$ cat config.mk
export PLATFORM = sky130hd
export DESIGN_NAME = tocu_top
export DESIGN_NICKNAME = d
export VERILOG_FILES = /design/src/hdl/tocu_pkg.sv /design/src/hdl/tocu_top.sv
export VERILOG_INCLUDE_DIRS = /design/src /design/src/hdl
export SDC_FILE = /design/constraint.sdc
export NUM_CORES = 1
export LEC_CHECK = 0
export BUFFER_PORTS_ARGS = -buffer_cell sky130_fd_sc_hd__buf_2
export CELL_PAD_IN_SITES_DETAIL_PLACEMENT = 1
export CELL_PAD_IN_SITES_GLOBAL_PLACEMENT = 1
export CORE_ASPECT_RATIO = 0.8
export CORE_MARGIN = 5
export CORE_UTILIZATION = 39
export CTS_CLUSTER_DIAMETER = 200
export DETAILED_ROUTE_END_ITERATION = 8
export PLACE_DENSITY = 0.76
export RECOVER_POWER = 50
export SYNTH_ARGS = -nofsm -noshare
export SYNTH_HDL_FRONTEND = slang
export SYNTH_SLANG_ARGS = --single-unit
export TNS_END_PERCENT = 50
$ cat constraint.sdc
create_clock -name mclk -period 2.2 [get_ports mclk]
set_input_delay 0.33 -clock mclk [delete_from_list [all_inputs] [get_ports mclk]]
set_output_delay 0.33 -clock mclk [all_outputs]
set_load 0.02 [all_outputs]
$ cat src/hdl/tocu_consts.svh
// Register offsets, field positions, reset values and timing counts of the compare unit
`ifndef TOCU_CONSTS_SVH
`define TOCU_CONSTS_SVH

`define TOCU_OFS_CTRL_A 8'h00
`define TOCU_OFS_CTRL_B 8'h04
`define TOCU_OFS_COUNT 8'h08
`define TOCU_OFS_CMP_A 8'h0C
`define TOCU_OFS_CMP_B 8'h10
`define TOCU_OFS_STATUS 8'h14
`define TOCU_OFS_PORT 8'h18

`define TOCU_CTRL_A_RST 8'h00
`define TOCU_CTRL_B_RST 8'h00
`define TOCU_PORT_RST 4'h0
`define TOCU_CNT_RST 8'h00
`define TOCU_CMP_RST 8'h00

`define TOCU_MODE_A_HI 7
`define TOCU_MODE_A_LO 6
`define TOCU_MODE_B_HI 5
`define TOCU_MODE_B_LO 4
`define TOCU_WS_LO_HI 1
`define TOCU_WS_LO_LO 0
`define TOCU_WS_HI_HI 1
`define TOCU_WS_HI_LO 0
`define TOCU_RUN_BIT 2
`define TOCU_FORCE_A_BIT 4
`define TOCU_FORCE_B_BIT 5
`define TOCU_FLAG_A_BIT 0
`define TOCU_FLAG_B_BIT 1
`define TOCU_OC_A_BIT 2
`define TOCU_OC_B_BIT 3
`define TOCU_DIR_A_BIT 0
`define TOCU_DIR_B_BIT 1
`define TOCU_VAL_A_BIT 2
`define TOCU_VAL_B_BIT 3

`define TOCU_WS_CTC_OCR 4'h4
`define TOCU_WS_CTC_ALT 4'hC
`define TOCU_WS_FAST_ALT 4'hE
`define TOCU_WS_FAST_OCR 4'hF
`define TOCU_CNT_MAX 8'hFF

// Timer tick every this many mclk cycles while running
`define TOCU_PRESC_DIV 8'h08

`endif

$ cat src/hdl/tocu_pkg.sv
// Types shared by the compare unit
package tocu_pkg;

   typedef enum logic [1:0] {
      TOCU_WF_NORMAL = 2'b00,
      TOCU_WF_CTC = 2'b01,
      TOCU_WF_PWM = 2'b11
   } tocu_wf_t;

   typedef struct packed {
      logic out;
      logic oe;
   } tocu_pin_t;

   typedef struct packed {
      logic [7:0] cnt;
      logic [7:0] cmp_a;
      logic [7:0] cmp_b;
      logic [7:0] buf_a;
      logic [7:0] buf_b;
   } tocu_timer_t;

endpackage : tocu_pkg

$ cat src/hdl/tocu_top.sv
// Timer output compare unit with APB register access
//
// Our own choices: the APB register port and the address map.
`timescale 1ns/1ps
`include "tocu_consts.svh"
// What this block does
// - A nonzero output mode field puts the channel's compare output on its pin, except PWM mode 01, which does so only for channel A at selections 14 and 15.
// - Outside PWM, a match does nothing, toggles, clears or sets for modes 00, 01, 10, 11.
// - In fast PWM mode 01 only channel A toggles, and only for selections 14 and 15.
// - In fast PWM mode 10 the output clears on match and sets at bottom.
// - In fast PWM mode 11 the output sets on match and clears at bottom.
// - Compare values are double buffered in PWM modes and written directly otherwise.
// - Buffered compare values move to the active register only at top or bottom.
// - Software reaches the buffer when buffering and the active register otherwise.
// - Outside PWM the force strobe updates the output as a real match would.
// - A forced compare touches neither the match flag nor the counter.
// - A counter write blocks any match in the next timer tick, even while stopped.
// - The compare output keeps its value across waveform mode changes.
// - Output mode changes take effect at once, with no buffering.
module tocu_top
   import tocu_pkg::*;
(
   input wire logic mclk,
   input wire logic rst_b,
   input wire logic psel,
   input wire logic penable,
   input wire logic pwrite,
   input wire logic [7:0] paddr,
   input wire logic [31:0] pwdata,
   output logic [31:0] prdata,
   output logic pready,
   output logic pslverr,
   output tocu_pin_t pin_a,
   output tocu_pin_t pin_b
);

   function automatic tocu_wf_t wf_class(input logic [3:0] ws);
      if (ws == 4'h0)
      begin
         return TOCU_WF_NORMAL;
      end
      if (ws == `TOCU_WS_CTC_OCR || ws == `TOCU_WS_CTC_ALT)
      begin
         return TOCU_WF_CTC;
      end
      return TOCU_WF_PWM;
   endfunction : wf_class

   // Next compare output level; bottom outranks a match landing on the same tick
   function automatic logic oc_next(input logic oc, input logic [1:0] m, input tocu_wf_t wf,
                                    input logic tog_ok, input logic match, input logic bottom,
                                    input logic frc);
      logic r;
      r = oc;
      if (wf != TOCU_WF_PWM)
      begin
         if (match || frc)
         begin
            case (m)
               2'b01: r = !oc;
               2'b10: r = 1'b0;
               2'b11: r = 1'b1;
               default: r = oc;
            endcase
         end
      end
      else
      begin
         if (m == 2'b01 && tog_ok && match)
         begin
            r = !oc;
         end
         if (m[1] && match)
         begin
            r = m[0];
         end
         if (m[1] && bottom)
         begin
            r = !m[0];
         end
      end
      return r;
   endfunction : oc_next

   function automatic logic oc_conn(input logic [1:0] m, input tocu_wf_t wf,
                                    input logic tog_ok);
      if (wf == TOCU_WF_PWM && m == 2'b01)
      begin
         return tog_ok;
      end
      return m != 2'b00;
   endfunction : oc_conn

   logic [7:0] ctrl_a_r, ctrl_a_nxt;
   logic [7:0] ctrl_b_r, ctrl_b_nxt;
   logic [3:0] port_r, port_nxt;
   tocu_timer_t tm_r, tm_nxt;
   logic [7:0] presc_r, presc_nxt;
   logic block_r, block_nxt;
   logic flag_a_r, flag_a_nxt, flag_b_r, flag_b_nxt;
   logic oc_a_r, oc_a_nxt, oc_b_r, oc_b_nxt;
   logic [31:0] prdata_r, prdata_nxt;

   logic [3:0] ws;
   tocu_wf_t wf;
   logic buffered, tog_ok_a, tick, wrap, match_a, match_b, conn_a, conn_b;
   logic wr, setup, hit, force_a, force_b;
   logic [7:0] top, cmp_a_vis, cmp_b_vis;

   assign ws = {ctrl_b_r[`TOCU_WS_HI_HI:`TOCU_WS_HI_LO], ctrl_a_r[`TOCU_WS_LO_HI:`TOCU_WS_LO_LO]};
   assign wf = wf_class(ws);
   assign buffered = (wf == TOCU_WF_PWM);
   assign tog_ok_a = (ws == `TOCU_WS_FAST_ALT || ws == `TOCU_WS_FAST_OCR);
   assign top = (wf == TOCU_WF_CTC || ws == `TOCU_WS_FAST_OCR) ? tm_r.cmp_a : `TOCU_CNT_MAX;
   assign tick = ctrl_b_r[`TOCU_RUN_BIT] && (presc_r == 8'h00);
   assign wrap = tick && (tm_r.cnt == top);
   assign match_a = tick && !block_r && (tm_r.cnt == tm_r.cmp_a);
   assign match_b = tick && !block_r && (tm_r.cnt == tm_r.cmp_b);
   assign conn_a = oc_conn(ctrl_a_r[`TOCU_MODE_A_HI:`TOCU_MODE_A_LO], wf, tog_ok_a);
   assign conn_b = oc_conn(ctrl_a_r[`TOCU_MODE_B_HI:`TOCU_MODE_B_LO], wf, 1'b0);
   assign cmp_a_vis = buffered ? tm_r.buf_a : tm_r.cmp_a;
   assign cmp_b_vis = buffered ? tm_r.buf_b : tm_r.cmp_b;

   assign wr = psel && penable && pwrite;
   assign setup = psel && !penable;
   assign hit = (paddr == `TOCU_OFS_CTRL_A) || (paddr == `TOCU_OFS_CTRL_B) ||
                (paddr == `TOCU_OFS_COUNT) || (paddr == `TOCU_OFS_CMP_A) ||
                (paddr == `TOCU_OFS_CMP_B) || (paddr == `TOCU_OFS_STATUS) ||
                (paddr == `TOCU_OFS_PORT);
   // Forcing has no meaning in PWM modes, so the strobe is dropped there
   assign force_a = wr && paddr == `TOCU_OFS_CTRL_B && pwdata[`TOCU_FORCE_A_BIT] &&
                    wf != TOCU_WF_PWM;
   assign force_b = wr && paddr == `TOCU_OFS_CTRL_B && pwdata[`TOCU_FORCE_B_BIT] &&
                    wf != TOCU_WF_PWM;

   assign pready = 1'b1;
   assign pslverr = psel && penable && !hit;
   assign prdata = prdata_r;
   assign pin_a.oe = port_r[`TOCU_DIR_A_BIT];
   assign pin_b.oe = port_r[`TOCU_DIR_B_BIT];
   assign pin_a.out = conn_a ? oc_a_r : port_r[`TOCU_VAL_A_BIT];
   assign pin_b.out = conn_b ? oc_b_r : port_r[`TOCU_VAL_B_BIT];

   always_comb
   begin
      ctrl_a_nxt = ctrl_a_r;
      ctrl_b_nxt = ctrl_b_r;
      port_nxt = port_r;
      tm_nxt = tm_r;
      block_nxt = block_r;
      presc_nxt = presc_r;
      prdata_nxt = prdata_r;
      if (ctrl_b_r[`TOCU_RUN_BIT])
      begin
         presc_nxt = (presc_r == `TOCU_PRESC_DIV - 8'h01) ? 8'h00 : presc_r + 8'h01;
      end
      if (tick)
      begin
         block_nxt = 1'b0;
         tm_nxt.cnt = wrap ? 8'h00 : tm_r.cnt + 8'h01;
         if (wrap && buffered)
         begin
            tm_nxt.cmp_a = tm_r.buf_a;
            tm_nxt.cmp_b = tm_r.buf_b;
         end
      end
      // Flags: a hardware set wins over a software clear in the same cycle
      flag_a_nxt = (flag_a_r && !(wr && paddr == `TOCU_OFS_STATUS &&
                   pwdata[`TOCU_FLAG_A_BIT])) || match_a;
      flag_b_nxt = (flag_b_r && !(wr && paddr == `TOCU_OFS_STATUS &&
                   pwdata[`TOCU_FLAG_B_BIT])) || match_b;
      // Mode changes never reload the output register
      oc_a_nxt = oc_next(oc_a_r, ctrl_a_r[`TOCU_MODE_A_HI:`TOCU_MODE_A_LO], wf, tog_ok_a,
                         match_a, wrap, force_a);
      oc_b_nxt = oc_next(oc_b_r, ctrl_a_r[`TOCU_MODE_B_HI:`TOCU_MODE_B_LO], wf, 1'b0,
                         match_b, wrap, force_b);
      if (wr)
      begin
         case (paddr)
            `TOCU_OFS_CTRL_A: ctrl_a_nxt = pwdata[7:0] & 8'hF3;
            `TOCU_OFS_CTRL_B: ctrl_b_nxt = pwdata[7:0] & 8'h07;
            `TOCU_OFS_PORT: port_nxt = pwdata[3:0];
            `TOCU_OFS_COUNT:
            begin
               tm_nxt.cnt = pwdata[7:0];
               block_nxt = 1'b1;
            end
            `TOCU_OFS_CMP_A:
            begin
               tm_nxt.buf_a = pwdata[7:0];
               if (!buffered)
               begin
                  tm_nxt.cmp_a = pwdata[7:0];
               end
            end
            `TOCU_OFS_CMP_B:
            begin
               tm_nxt.buf_b = pwdata[7:0];
               if (!buffered)
               begin
                  tm_nxt.cmp_b = pwdata[7:0];
               end
            end
            default: ;
         endcase
      end
      // Read data is captured in the setup cycle so prdata comes from a flip-flop
      if (setup && !pwrite)
      begin
         case (paddr)
            `TOCU_OFS_CTRL_A: prdata_nxt = {24'h00_0000, ctrl_a_r};
            `TOCU_OFS_CTRL_B: prdata_nxt = {24'h00_0000, ctrl_b_r};
            `TOCU_OFS_COUNT: prdata_nxt = {24'h00_0000, tm_r.cnt};
            `TOCU_OFS_CMP_A: prdata_nxt = {24'h00_0000, cmp_a_vis};
            `TOCU_OFS_CMP_B: prdata_nxt = {24'h00_0000, cmp_b_vis};
            `TOCU_OFS_STATUS: prdata_nxt = {28'h000_0000, oc_b_r, oc_a_r, flag_b_r, flag_a_r};
            `TOCU_OFS_PORT: prdata_nxt = {28'h000_0000, port_r};
            default: prdata_nxt = 32'h0000_0000;
         endcase
      end
   end

   always_ff @(posedge mclk or negedge rst_b)
   begin
      if (!rst_b)
      begin
         ctrl_a_r <= `TOCU_CTRL_A_RST;
         ctrl_b_r <= `TOCU_CTRL_B_RST;
         port_r <= `TOCU_PORT_RST;
         tm_r <= {`TOCU_CNT_RST, `TOCU_CMP_RST, `TOCU_CMP_RST, `TOCU_CMP_RST, `TOCU_CMP_RST};
         presc_r <= 8'h00;
         block_r <= 1'b0;
         flag_a_r <= 1'b0;
         flag_b_r <= 1'b0;
         oc_a_r <= 1'b0;
         oc_b_r <= 1'b0;
         prdata_r <= 32'h0000_0000;
      end
      else
      begin
         ctrl_a_r <= ctrl_a_nxt;
         ctrl_b_r <= ctrl_b_nxt;
         port_r <= port_nxt;
         tm_r <= tm_nxt;
         presc_r <= presc_nxt;
         block_r <= block_nxt;
         flag_a_r <= flag_a_nxt;
         flag_b_r <= flag_b_nxt;
         oc_a_r <= oc_a_nxt;
         oc_b_r <= oc_b_nxt;
         prdata_r <= prdata_nxt;
      end
   end
endmodule : tocu_top

Word-level counts from Yosys, hierarchy flattened
Index checks and enable logic that the tools add are counted.
{ "totals": {"ff_bits": 98, "inputBits": 45, "out_inout_bits": 38, "elab_cells": 155} }
{ "classes": {"n_addsub": 2, "n_eq_ne": 27, "mux": 45, "n_reduce_logical": 66} }
{ "ops": {"columns": ["cell", "n"], "rows": [
  ["$mux W8", 12],
  ["$pmux W8 S7", 1],
  ["$mux W40", 1],
  ["$logic_and A1 B1 Y1", 29],
  ["$eq A8 B5 Y1 const B", 3],
  ["$eq A8 B8 Y1", 3],
  ["$mux W24", 1],
  ["$mux W1", 23],
  ["$add A8 B1 Y8 const B", 2],
  ["$eq A8 B3 Y1 const B", 2],
  ["$eq A8 B4 Y1 const B", 2],
  ["$logic_not A8 Y1", 2],
  ["$mux W16", 1],
  ["$logic_or A1 B1 Y1", 13],
  ["$eq A4 B4 Y1 const B", 3],
  ["$eq A2 B2 Y1 const B", 5],
  ["$logic_not A1 Y1", 10],
  ["$reduce_and A2 Y1", 5],
  ["$mux W2", 4],
  ["$ne A4 B1 Y1 const B", 2],
  ["$eq A2 B1 Y1 const B", 3],
  ["$pmux W1 S3", 2],
  ["$reduce_and A3 Y1", 2],
  ["$eq A4 B3 Y1 const B", 1],
  ["other kinds (6)", 8]
]} }

Logic depth before layout (Yosys ltp)
Gate-level depths: netlist (run 1).
{ "logic_depth": {"word_depth": 17, "ltp_mapped": 9, "depth_no_buf": 8} }

Worst setup path before layout (run 1)
Ideal clock, no wire load.
{ "synth_timing": {"kind": "flip-flop to flip-flop", "startpoint": "register presc_r[0]", "endpoint": "register oc_a_r", "setup_ps": 79, "arrival_time_ps": 2104, "required_ps": 2121, "slack_ps": 17, "stages_incl_launch_ff": 9, "path_buffers": 0, "period_less_slack_ps": 2183, "cell_sequence": "dfrtp_1 inv_1 ha_1 nor4b_2 nand2_1 or4_4 nor4_1 o22a_2 mux2i_1"} }
{ "synth_between": {"elab_chain_len": 8, "word_cells_on_any_way": 15, "cone_classes": "1 x eq/ne; 3 x mux; 11 x reduce/logical"} }
{ "synth_lines": {"columns": ["element", "line", "source"], "rows": [
  ["from (decl)", "tocu_top.sv:98", "logic [7:0] presc_r, presc_nxt;"],
  ["from (signal assigned)", "tocu_top.sv:245", "presc_r <= presc_nxt;"],
  ["$logic_not A8 Y1 (*)", "tocu_top.sv:115", "assign tick = ctrl_b_r[`TOCU_RUN_BIT] && (presc_r == 8'h00);"],
  ["$logic_and A1 B1 Y1 (*)", "tocu_top.sv:115", null],
  ["$logic_and A1 B1 Y1 (2 in a row)", "tocu_top.sv:117", "assign match_a = tick && !block_r && (tm_r.cnt == tm_r.cmp_a);"],
  ["$logic_and A1 B1 Y1", "tocu_top.sv:73", "if (m[1] && match)"],
  ["$mux W1", "tocu_top.sv:73", null],
  ["$mux W1", "tocu_top.sv:77", "if (m[1] && bottom)"],
  ["$mux W1", "tocu_top.sv:55", "if (wf != TOCU_WF_PWM)"],
  ["to (signal assigned)", "tocu_top.sv:249", "oc_a_r <= oc_a_nxt;"],
  ["to (decl)", "tocu_top.sv:101", "logic oc_a_r, oc_a_nxt, oc_b_r, oc_b_nxt;"]
]} }
Every way passes the cells marked *; elsewhere a longest branch is shown, timed or not.
A chain may end at the register's enable or synchronous reset.

==> impl_results.md, run 1 <==
- Part of the power in registers: between 40 and 50%
- Die width: between 100 and 150 um
- Actual slew at the worst max-slew pin: 1470 ps
- Nets: 592
- Crit path max fanout: 24
- Fin crit period: roughly 2300 ps
- Post-synth cell types: slightly below 70
- Final HPWL DP: approximately 11000 um
- Period utilization: 103%
- Post-synth top cells: dfrtp_1 (74), nand2_1 (55), buf_4 (30), mux2_2 (30), nor2_1 (27)
- Row cnt: 35
- Count leader, synth: dfrtp_1
- Antenna viol nets, final: 0
- Clock root cell: clkbuf_16
- Setup_tns: -251 ps
- Critical path startpoint category: flip-flop
- Die area: between 10000 and 15000 um^2
- Hold_ws: approximately 320 ps
- Post-Syn Instances: approximately 470
- Via count: 3970
- Final Instance Area: 5460 um^2
- Adder-Cell Fraction of Synth Area: less than 1%
- Critical-path top delay cell: a2111o_1
- Peak supply drop: 0.000308 V
- Diode count: 0
- Slew headroom: 2.13%
- Compound-cell area share of the yosys netlist: 15.6%
- CTS H-tree lvls: 3
- Syn avg cell area: between 9 and 10 um^2
- Synthesis-stage register bit count: 74
- R2R cell count: 8
- EDFF count, synth: 0
- Finished Layout Cells: 693
- Register area share after synthesis: 41.4%
- Maximum clock insertion buffer count: 2
- Placement Setup Slack: -177 ps
- Final WL: ~15000 um
- WHS Path Cells: 3
- Final-layout fill cell count: between 1000 and 1500
- XOR/XNOR Fraction of Synth Area: 3.92%
- Setup Crit Path Kind: reg -> reg
- Placed cell area: between 5000 and 6000 um^2
- Setup crit end kind: flip-flop
- Gr usage total: a little over a fifth
- Gate power share: 20.9%
- WL/cell: 21.0 um
- Async S/R FF share, synth: 100%
- Initial Util: between 30 and 40%
- Drt first pass iters: 5
- Register-to-register setup slack: -70 ps
- DRC Markers: 0
- Fmax achieved: around 440 MHz
- Largest net degree at the start of global routing: 50
- TritonCTS Buffers: 9
- Worst endpoint required time: ~2500 ps
- Final Hold Violating Endpoints: 0
- Skew final: around 7.5 ps
- Initial antenna violation count: 0
- Buffers on Ports: 33
- Drt initial violations: 320
- Most used DFF post-synth: dfrtp_1
- Clock Pin Slew Worst Setup and Hold Paths: around 50 ps
- Int Pwr: ~2.6 mW
- Die Y: about 110 um
- Max-cap violations: 0
- Vias per Instance: around 5.7
- Failing checks: setup timing
- Critical Path AT: roughly 2500 ps
- Overflow after GRT: 0
- Top-area cell type share of the netlist area: 41.4%
- Sw Ratio: 29.5%
- Worst path cell trace: nor2b_1 -> a2111o_1 -> nor4_4 -> buf_4 -> o211ai_4 -> buf_12 -> mux2i_4 -> a21oi_2
- Main area contributors after synthesis: dfrtp_1 (41%), mux2_2 (7.6%), buf_4 (5.0%), nand2_1 (4.6%), mux2i_1 (2.9%)
- Simple-gate share of the synthesized area: approximately 20%
- Share of layout cells above drive strength 1: approximately 30%
- Worst skew pair latency: 340 ps
- Mux cell area share after synthesis: 10.5%
- Main combinational cell family by area after synthesis: simple AND/OR/NAND/NOR gates
- Status: complete, but fails checks
- Area grow syn2layout: 22.0%
- Placed Cells: a little under 700
- Routability Congestion: roughly 0.87
- IO Count: 83
- Syn Std Cell Area: around 4500 um^2
- # setup viols final: 7
- Vias in the first global route: approximately 4100
- First-pass GRT wire length: approximately 23000 um
- Fin. max-slew vios: 0
- Clk pwr share: 37.7%
- Leak pwr: ~2.6 nW
- Setup ws final: -66.0 ps
- Worst min-delay path class: in -> reg
- CTS tree: built
- Leading area contributor after synthesis: dfrtp_1
- Syn. warnings: 0
- Core Footprint: about 11000 um^2
- Power Density: slightly below 700 nW/um^2
- Psw: 1.09 mW
- RSZ-0062 raised after global routing: true
- Clock sinks: 74
- Max incr delay on CP: 470 ps
-- per-stage QoR --
stage          power, mW  util [%]
2_1_floorplan       1.98         -
3_3_place_gp        2.24      44.6
3_5_place_dp        2.27      44.6
4_1_cts             3.69      47.6
5_1_grt             3.84      47.9
6_report            3.70      47.9
-- final cells by class --
class,instances,area [um^2],area share (%)
multi-input cells,350,2430,44.6
flip-flops and latches,74,1850,33.9
repair buffers,95,668,12.2
clock buffers,11,233,4.27
well taps,148,185,3.39
inverters,14,52.6,0.963
clock inverters,1,30.0,0.550
-- power by group through the flow --
stage                     clock (mW)  combinational (mW)  sequential, mW
after floorplan                    0               0.412            1.57
after global placement             0               0.693            1.54
after detailed placement           0               0.720            1.55
after CTS                       1.41               0.743            1.53
after global routing            1.47               0.829            1.54
final                           1.39               0.772            1.53
-- path summary, 6_finish.rpt --
path,start,endpoint
worst max register to register,tm_r[28],tm_r[26]
max in group asynchronous,rst_b,tm_r[1]
min in group asynchronous,rst_b,tm_r[34]
worst max-delay path,tm_r[28],tm_r[26]
worst min register to register,flag_b_r,flag_b_r
worst min-delay path,pwdata[6],tm_r[38]
-- placed cells by master, fill, tap and decap left out, types with 6 or more instances in the layout --
| cell type | count |
|---|---|
| xor2_1 | 9 |
| a21oi_1 | 18 |
| buf_4 | 57 |
| mux2_2 | 30 |
| nor3_1 | 7 |
| nand3_1 | 14 |
| and3_1 | 11 |
| a221oi_1 | 6 |
| dfrtp_1 | 74 |
| conb_1 | 25 |
| and3b_1 | 6 |
| nand2_1 | 54 |
| buf_2 | 32 |
| mux2i_1 | 12 |
| clkbuf_16 | 9 |
| inv_1 | 12 |
| a31oi_1 | 7 |
| o31ai_1 | 6 |
| xnor2_1 | 11 |
| nor2_1 | 26 |
| o21ai_0 | 14 |
-- worst max-delay path, delay by kind of cell, from the launching register on --
family | cells | cell delay [ps]
buffers and inverters | 2 | 370
DFF | 1 | 370
and+or+nand+nor | 2 | 540
muxes | 1 | 200
AOI/OAI and AO/OA | 3 | 690
-- cells by family after synthesis --
kind of cell,after synthesis
DFF,74
adders and majority gates,3
muxes,43
buffers and inverters,64
other,2
and+or+nand+nor,161
xor gates and xnor gates,20
AOI/OAI and AO/OA,98
-- routing by layer --
metal  up-vias  wire [um]  GRT usage, %
li1       1782          -             -
met2       129       6800          34.8
met1      2041       6690          29.7
met5         -          0             0
met4         0        231          6.23
met3        18        822          4.26
-- sequential cells by signal, indices dropped and copies added, names as in the netlist --
signal	count
prdata	8
flag_a_r	1
oc_a_r	1
oc_b_r	1
block_r	1
tm_r	40
ctrl_b_r	3
presc_r	8
flag_b_r	1
port_r	4
ctrl_a_r	6
-- what timing repair did --
item	CTS	global route
setup endpoints to repair	28	30
pin swaps	5	5
setup buffers	2	1
endpoints found under the hold margin	25	0
hold buffers	1	0
gates resized for setup	11	10
Power figures use the tool's default switching activity.
==> run 2: changes to the inputs <==
--- a/config.mk
+++ b/config.mk
@@ -6,15 +6,16 @@
 export SDC_FILE = /design/constraint.sdc
 export NUM_CORES = 1
 export LEC_CHECK = 0
+export ABC_AREA = 1
 export BUFFER_PORTS_ARGS = -buffer_cell sky130_fd_sc_hd__buf_2
 export CELL_PAD_IN_SITES_DETAIL_PLACEMENT = 1
 export CELL_PAD_IN_SITES_GLOBAL_PLACEMENT = 1
 export CORE_ASPECT_RATIO = 0.8
 export CORE_MARGIN = 5
-export CORE_UTILIZATION = 39
+export CORE_UTILIZATION = 37
 export CTS_CLUSTER_DIAMETER = 200
 export DETAILED_ROUTE_END_ITERATION = 8
-export PLACE_DENSITY = 0.76
+export PLACE_DENSITY = 0.77
 export RECOVER_POWER = 50
 export SYNTH_ARGS = -nofsm -noshare
 export SYNTH_HDL_FRONTEND = slang
==> constraint.sdc (replaced) <==
create_clock -name mclk -period 2.2 [get_ports mclk]
set_input_delay 0.55 -clock mclk [delete_from_list [all_inputs] [get_ports mclk]]
set_output_delay 0.55 -clock mclk [all_outputs]
set_load 0.02 [all_outputs]
==> impl_results.md, run 2 <==
- Status: completed (was complete, but fails checks)
- Antenna viol nets, final: 0 (unchanged)
- # setup viols final: 0 (was 7)
- Power Density: 837 nW/um^2 (was 678 nW/um^2)
- CTS H-tree lvls: 3 (unchanged)
- Initial antenna violation count: 0 (unchanged)
- Mux cell area share after synthesis: 0% (was 10.5%)
- Final Instance Area: 5450 um^2 (was 5460 um^2)
- Drt initial violations: 312 (was 320)
- Worst reg2reg endpoint: tm_r[29] (was tm_r[26])
- Die Y: 110 um (was 106 um)
- WL/cell: 18.5 um (was 21.0 um)
- Int Pwr: 3.01 mW (was 2.60 mW)
- Worst R2R Start: tm_r[33] (was tm_r[28])
- Hold Buf Count CTS: 0 (was 1)
- Final HPWL DP: 12400 um (was 10700 um)
- Critical path startpoint category: flip-flop (unchanged)
- Synthesis-stage register bit count: 74 (unchanged)
- Via count: 4606 (was 3970)
- IO Count: 83 (unchanged)
- Post-Syn Instances: 646 (was 465)
- Diode count: 0 (unchanged)
- Gate power share: 23.9% (was 20.9%)
- Drt first pass iters: 5 (unchanged)
- Clock root cell: clkbuf_16 (unchanged)
- Post-synth top cells: nand2_1 (188), inv_1 (77), dfrtp_1 (74) (was dfrtp_1 (74), nand2_1 (55), buf_4 (30), mux2_2 (30), nor2_1 (27))
- Period utilization: 96.9% (was 103%)
- Actual slew at the worst max-slew pin: 1160 ps (was 1470 ps)
- Worst skew pair latency: 340 ps (about the same)
- Share of layout cells above drive strength 1: 18.3% (was 29.9%)
- Initial Util: 37.9% (was 39.3%)
- Top-area cell type share of the netlist area: 40.0% (was 41.4%)
- Peak supply drop: 0.000398 V (was 0.000308 V)
- Leak pwr: 2.78 nW (was 2.62 nW)
- Design Power: 4.56 mW (was 3.70 mW)
- Critical-path top delay cell: dfrtp_1 (was a2111o_1)
- Leading area contributor after synthesis: dfrtp_1 (unchanged)
- CTS tree: built (unchanged)
- Register area: 1850 um^2 (about the same)
- Crit path max fanout: 4 (was 24)
- Syn Std Cell Area: 4630 um^2 (was 4470 um^2)
- Max incr delay on CP: 400 ps (was 470 ps)
- Clock Pin Slew Worst Setup and Hold Paths: 60 ps (was 50 ps)
- Top reg by flops: tm_r (unchanged)
- Simple-gate share of the synthesized area: 29.7% (was 19.5%)
- Compound-cell area share of the yosys netlist: 15.4% (was 15.6%)
- DRC Markers: 0 (unchanged)
- Finished Layout Cells: 877 (was 693)
- Placed Cells: 860 (was 677)
- Vias per Instance: 5.25 (was 5.73)
- Fin crit period: 2130 ps (was 2270 ps)
- Vias in the first global route: 4558 (was 4132)
- Most frequent cells in the layout: nand2_1 (189), inv_1 (74), dfrtp_1 (72), o21ai_0 (51), nor2_1 (45) (was dfrtp_1 (74), buf_4 (57), nand2_1 (54), buf_2 (32), mux2_2 (30))
- Maximum clock insertion buffer count: 2 (unchanged)
- Post-synth cell types: 42 (was 69)
- Worst path cell trace: inv_1 -> o21ai_4 -> inv_2 -> o21ai_2 -> nor2_1 -> a21oi_1 -> buf_4 (was nor2b_1 -> a2111o_1 -> nor4_4 -> buf_4 -> o211ai_4 -> buf_12 -> mux2i_4 -> a21oi_2)
- Worst min-delay path class: in -> async (was in -> reg)
- Die area: 14900 um^2 (was 13700 um^2)
- Routability Congestion: 0.950 (was 0.873)
- Clock sinks: 74 (unchanged)
- Core Footprint: 12200 um^2 (was 11400 um^2)
- Critical Path AT: 1580 ps (was 2530 ps)
- Sw Ratio: 33.9% (was 29.5%)
- Largest net degree at the start of global routing: 42 (was 50)
- Syn avg cell area: 7.17 um^2 (was 9.61 um^2)
- Psw: 1.55 mW (was 1.09 mW)
- Slew headroom: 23.0% (was 2.13%)
- XOR/XNOR Fraction of Synth Area: 1.13% (was 3.92%)
- Max reg flops: 40 (unchanged)
- Final-layout fill cell count: 1544 (was 1340)
- Part of the power in registers: 38.4% (was 41.5%)
- Commonest non-fill, non-tap cell in the layout: nand2_1 (was dfrtp_1)
- Worst endpoint required time: 1650 ps (was 2460 ps)
- First-pass GRT wire length: 25000 um (was 22700 um)
- Syn. warnings: 0 (unchanged)
- Fmax achieved: 469 MHz (was 441 MHz)
- Overflow after GRT: 0 (unchanged)
- Main area contributors after synthesis: dfrtp_1 (40%), nand2_1 (15%), inv_1 (6.2%), o21ai_0 (5.7%), buf_4 (4.4%) (was dfrtp_1 (41%), mux2_2 (7.6%), buf_4 (5.0%), nand2_1 (4.6%), mux2i_1 (2.9%))
- Setup Crit Path Kind: reg -> out (was reg -> reg)
- EDFF count, synth: 0 (unchanged)
- R2R cell count: 10 (was 8)
- Gr usage total: 22.1% (was 21.7%)
- Multi-input logic area: 2340 um^2 (was 2430 um^2)
- Crit path max-delay family: compound AO/OA/AOI/OAI gates (unchanged)
- Clk pwr share: 37.7% (about the same)
- Async S/R FF share, synth: 100% (unchanged)
- Register-to-register setup slack: 130 ps (was -70 ps)
- Final WL: 16200 um (was 14500 um)
- Nets: 750 (was 592)
- Skew final: 5.41 ps (was 7.52 ps)
- Most used DFF post-synth: dfrtp_1 (unchanged)
- Final Hold Violating Endpoints: 0 (unchanged)
- Die width: 135 um (was 130 um)
- Area grow syn2layout: 17.6% (was 22.0%)
- Fin. max-slew vios: 0 (unchanged)
- Setup crit end kind: primary output (was flip-flop)
- Worst Path Buf+Inv: 3 (was 2)
- Adder-Cell Fraction of Synth Area: 0.810% (was 0.840%)
- Count leader, synth: nand2_1 (was dfrtp_1)
- Placed cell area: 5040 um^2 (was 5080 um^2)
- Row cnt: 36 (was 35)
- Register area share after synthesis: 40.0% (was 41.4%)
- Max-cap violations: 0 (unchanged)
- Buffers on Ports: 33 (unchanged)
- TritonCTS Buffers: 9 (unchanged)
- Main combinational cell family by area after synthesis: simple AND/OR/NAND/NOR gates (unchanged)
run 2: cell count changes after synthesis, sizes merged, moves of 13 or more:
cell | previous run | this run
inv | 14 | 88
mux2 | 30 | 0
mux2i | 13 | 0
nand2 | 56 | 198
nand3 | 14 | 30
nor2 | 28 | 56
o21ai | 16 | 62
run 2: kinds of logic (layout without fill, tap and decap cells):
group,Yosys count,in the layout
buffers and inverters,129,166
XOR/XNOR,6,6
AO/OA/AOI/OAI,120,120
AND/OR/NAND/NOR,312,312
adder cells (fa/ha/maj),3,3
other,2,25
flip-flops,74,74
run 2: power groups by stage:
| stage | Sequential [mW] | Clock, mW | Combinational [mW] |
|---|---|---|---|
| detailed placement | 1.77 | 0 | 1.05 |
| finish | 1.75 | 1.72 | 1.09 |
| CTS | 1.75 | 1.74 | 1.06 |
| global route | 1.78 | 1.80 | 1.22 |
| global placement | 1.75 | 0 | 0.989 |
| floorplan | 1.70 | 0 | 0.711 |
run 2: cell type report:
| class | count | area share (%) |
|---|---|---|
| Multi-Input combinational cell | 466 | 42.9 |
| Sequential cell | 74 | 34.0 |
| Timing Repair Buffer | 61 | 6.66 |
| Inverter | 90 | 6.20 |
| Clock buffer | 10 | 4.39 |
| Tap cell | 171 | 3.93 |
| Clock inverter | 5 | 1.88 |
run 2: worst max path at each step:
stage                           start        to  slack, ps  depth (start not counted)
final                     ctrl_b_r[1]  pin_b[1]         70                          7
after global routing      ctrl_b_r[1]  pin_b[1]        -20                          7
after CTS                 ctrl_b_r[0]  pin_b[1]          3                          6
after detailed placement     paddr[7]  tm_r[33]          6                          9
after global placement       paddr[1]   pslverr        120                          8
after floorplan              paddr[5]   pslverr          5                          6
run 2: repair_timing:
item                       CTS  global route
resized for setup            1            20
setup endpoints to repair    1            18
buffers inserted             0             2
pin swaps                    0             3
run 2: routing by layer:
metal  global-route usage (%)  part of all wire [%]
met5                        0                     0
met4                     5.68                   1.6
met3                     4.04                   5.6
met2                     35.7                    46
met1                     30.9                    46
run 2: through the flow:
stage | hold slack (ps) | TNS, ps | utilization (%) | setup slack [ps]
global route | 456 | -15.5 | 44.6 | -15.5
detailed placement | 475 | 0 | 41.3 | 5.56
finish | 433 | 0 | 44.6 | 67.3
global placement | 456 | 0 | 41.3 | 117
CTS | 224 | 0 | 44.1 | 3.34
floorplan | 254 | 0 | - | 5.07
==> run 3: changes to the inputs <==
--- a/config.mk
+++ b/config.mk
@@ -6,16 +6,15 @@
 export SDC_FILE = /design/constraint.sdc
 export NUM_CORES = 1
 export LEC_CHECK = 0
-export ABC_AREA = 1
 export BUFFER_PORTS_ARGS = -buffer_cell sky130_fd_sc_hd__buf_2
 export CELL_PAD_IN_SITES_DETAIL_PLACEMENT = 1
 export CELL_PAD_IN_SITES_GLOBAL_PLACEMENT = 1
 export CORE_ASPECT_RATIO = 0.8
 export CORE_MARGIN = 5
-export CORE_UTILIZATION = 37
+export CORE_UTILIZATION = 39
 export CTS_CLUSTER_DIAMETER = 200
 export DETAILED_ROUTE_END_ITERATION = 8
-export PLACE_DENSITY = 0.77
+export PLACE_DENSITY = 0.76
 export RECOVER_POWER = 50
 export SYNTH_ARGS = -nofsm -noshare
 export SYNTH_HDL_FRONTEND = slang
==> impl_results.md, run 3 (synthesis results as in run 1) <==
- Status: complete, but fails checks (was completed)
- Failing checks: setup timing
- Sw Ratio: 29.5% (was 33.9%)
- Clock root cell: clkbuf_16 (unchanged)
- Overflow after GRT: 0 (unchanged)
- Critical path startpoint category: flip-flop (unchanged)
- Fin util: 51.7% (was 44.6%)
- Critical-path top delay cell: dfrtp_1 (unchanged)
- Clk pwr share: 41.0% (was 37.7%)
- Max-cap violations: 0 (unchanged)
- Placement Setup Slack: -255 ps (was 5.56 ps)
- First-pass GRT wire length: 24000 um (was 25000 um)
- Fin crit period: 2270 ps (was 2130 ps)
- Vias in the first global route: 4323 (was 4558)
- Psw: 1.20 mW (was 1.55 mW)
- Antenna viol nets, final: 0 (unchanged)
- Via count: 4156 (was 4606)
- Initial Util: 39.3% (was 37.9%)
- Setup_tns: -106 ps (was 0 ps)
- Critical Path AT: 1720 ps (was 1580 ps)
- Initial antenna violation count: 0 (unchanged)
- Slew headroom: 17.6% (was 23.0%)
- Finished Layout Cells: 718 (was 877)
- Worst min-delay path class: in -> async (unchanged)
- Setup Crit Path Kind: reg -> out (unchanged)
- # setup viols final: 3 (was 0)
- Diode count: 0 (unchanged)
- Fin. max-slew vios: 0 (unchanged)
- Drt first pass iters: 5 (unchanged)
- Routability Congestion: 0.925 (was 0.950)
- Buffers on Ports: 33 (unchanged)
- Row cnt: 35 (was 36)
- Part of the power in registers: 37.9% (was 38.4%)
- Nets: 613 (was 750)
- Hold Buf Count CTS: 0 (unchanged)
- Share of layout cells above drive strength 1: 35.6% (was 18.3%)
- Placed Cells: 692 (was 860)
- Vias per Instance: 5.79 (was 5.25)
- Actual slew at the worst max-slew pin: 1240 ps (was 1160 ps)
- Worst path cell trace: buf_6 -> a41o_1 -> a21oi_2 -> mux2_4 -> buf_6 (was inv_1 -> o21ai_4 -> inv_2 -> o21ai_2 -> nor2_1 -> a21oi_1 -> buf_4)
- CTS H-tree lvls: 3 (unchanged)
- Fmax achieved: 440 MHz (was 469 MHz)
- Top reg by flops: tm_r (unchanged)
- CTS tree: built (unchanged)
- Skew final: 11.1 ps (was 5.41 ps)
- Leak pwr: 2.87 nW (was 2.78 nW)
- Peak supply drop: 0.000371 V (was 0.000398 V)
- Gate power share: 21.1% (was 23.9%)
- Final WL: 15800 um (was 16200 um)
- Final Hold Violating Endpoints: 0 (unchanged)
- Worst endpoint required time: 1650 ps (about the same)
- Period utilization: 103% (was 96.9%)
- Setup ws final: -71.4 ps (was 67.3 ps)
- Largest net degree at the start of global routing: 47 (was 42)
- Commonest non-fill, non-tap cell in the layout: dfrtp_1 (was nand2_1)
- Area grow syn2layout: 31.7% (was 17.6%)
- Top cell by count, worst path: buf_6
- RSZ-0062 raised after global routing: true
- R2R cell count: 7 (was 10)
- TritonCTS Buffers: 9 (unchanged)
- Gr usage total: 22.8% (was 22.1%)
- Final-layout fill cell count: 1300 (was 1544)
- Final HPWL DP: 11000 um (was 12400 um)
- Max reg flops: 40 (unchanged)
- Clock Pin Slew Worst Setup and Hold Paths: 70 ps (was 60 ps)
- Max incr delay on CP: 410 ps (was 400 ps)
- Die Y: 106 um (was 110 um)
- Hold_ws: 448 ps (was 433 ps)
- Setup crit end kind: primary output (unchanged)
- Int Pwr: 2.87 mW (was 3.01 mW)
- Maximum clock insertion buffer count: 2 (unchanged)
- Core Footprint: 11400 um^2 (was 12200 um^2)
- Power Density: 691 nW/um^2 (was 837 nW/um^2)
- Die width: 130 um (was 135 um)
- Most frequent cells in the layout: dfrtp_1 (73), buf_4 (69), nand2_1 (54), buf_2 (30), mux2_2 (28) (was nand2_1 (189), inv_1 (74), dfrtp_1 (72), o21ai_0 (51), nor2_1 (45))
- Worst skew pair latency: 350 ps (was 340 ps)
- IO Count: 83 (unchanged)
- DRC Markers: 0 (unchanged)
- Die area: 13700 um^2 (was 14900 um^2)
- WL/cell: 22.0 um (was 18.5 um)
- Drt initial violations: 431 (was 312)
- Clock sinks: 74 (unchanged)
- Crit path max fanout: 3 (was 4)
run 3: path summary, 6_finish.rpt:
check / from / to / slack (ps)
setup / recovery: ctrl_a_r[1] / pin_a[1] / -70
hold / removal: rst_b / tm_r[8] / 450
setup reg to reg: ctrl_a_r[1] / prdata[6] / 10
hold reg to reg: flag_b_r / flag_b_r / 510
max in group asynchronous: rst_b / prdata[4] / 620
min in group mclk: flag_b_r / flag_b_r / 510
run 3: timing repair:
action	CTS	global route
pin swaps	7	25
gates resized for setup	22	29
setup endpoints to repair	20	30
endpoints found under the hold margin	0	0
gates cloned	0	2
buffers inserted	3	5
run 3: layer usage:
metal  vias up  part of all wire [%]  GRT usage (%)
met3        31                   8.2           4.20
met4         0                   1.7           6.38
met5         -                     0              0
li1       1836                     -              -
met1      2097                    43           32.2
met2       192                    47           35.8
run 3: power by group through the flow:
stage	registers, mW	clock network, mW	logic, mW
2_1_floorplan	1.57	0	0.413
3_3_place_gp	1.55	0	0.703
3_5_place_dp	1.55	0	0.734
4_1_cts	1.53	1.68	0.783
5_1_grt	1.56	1.74	0.933
6_report	1.54	1.67	0.859
run 3: cell type report:
class | count | area [um^2] | area share [%]
multi-input combinational | 350 | 2580 | 43.8
clock inverter | 4 | 73.8 | 1.25
inverter | 14 | 52.6 | 0.893
tap | 148 | 185 | 3.15
clock buffer | 12 | 256 | 4.36
timing repair buffer | 116 | 885 | 15.0
sequential | 74 | 1850 | 31.5
run 3: through the flow:
step,area [um^2],power (mW)
after floorplan,4610,1.98
after global placement,5240,2.25
after detailed placement,5240,2.29
after CTS,5670,4.00
after global routing,5890,4.23
final,5890,4.07
run 3: worst max-delay path: cells and delay by family (launching register included):
kind	cells	cell delay (ps)
compound gates	2	380
flops	1	410
buf+inv	2	270
mux	1	320
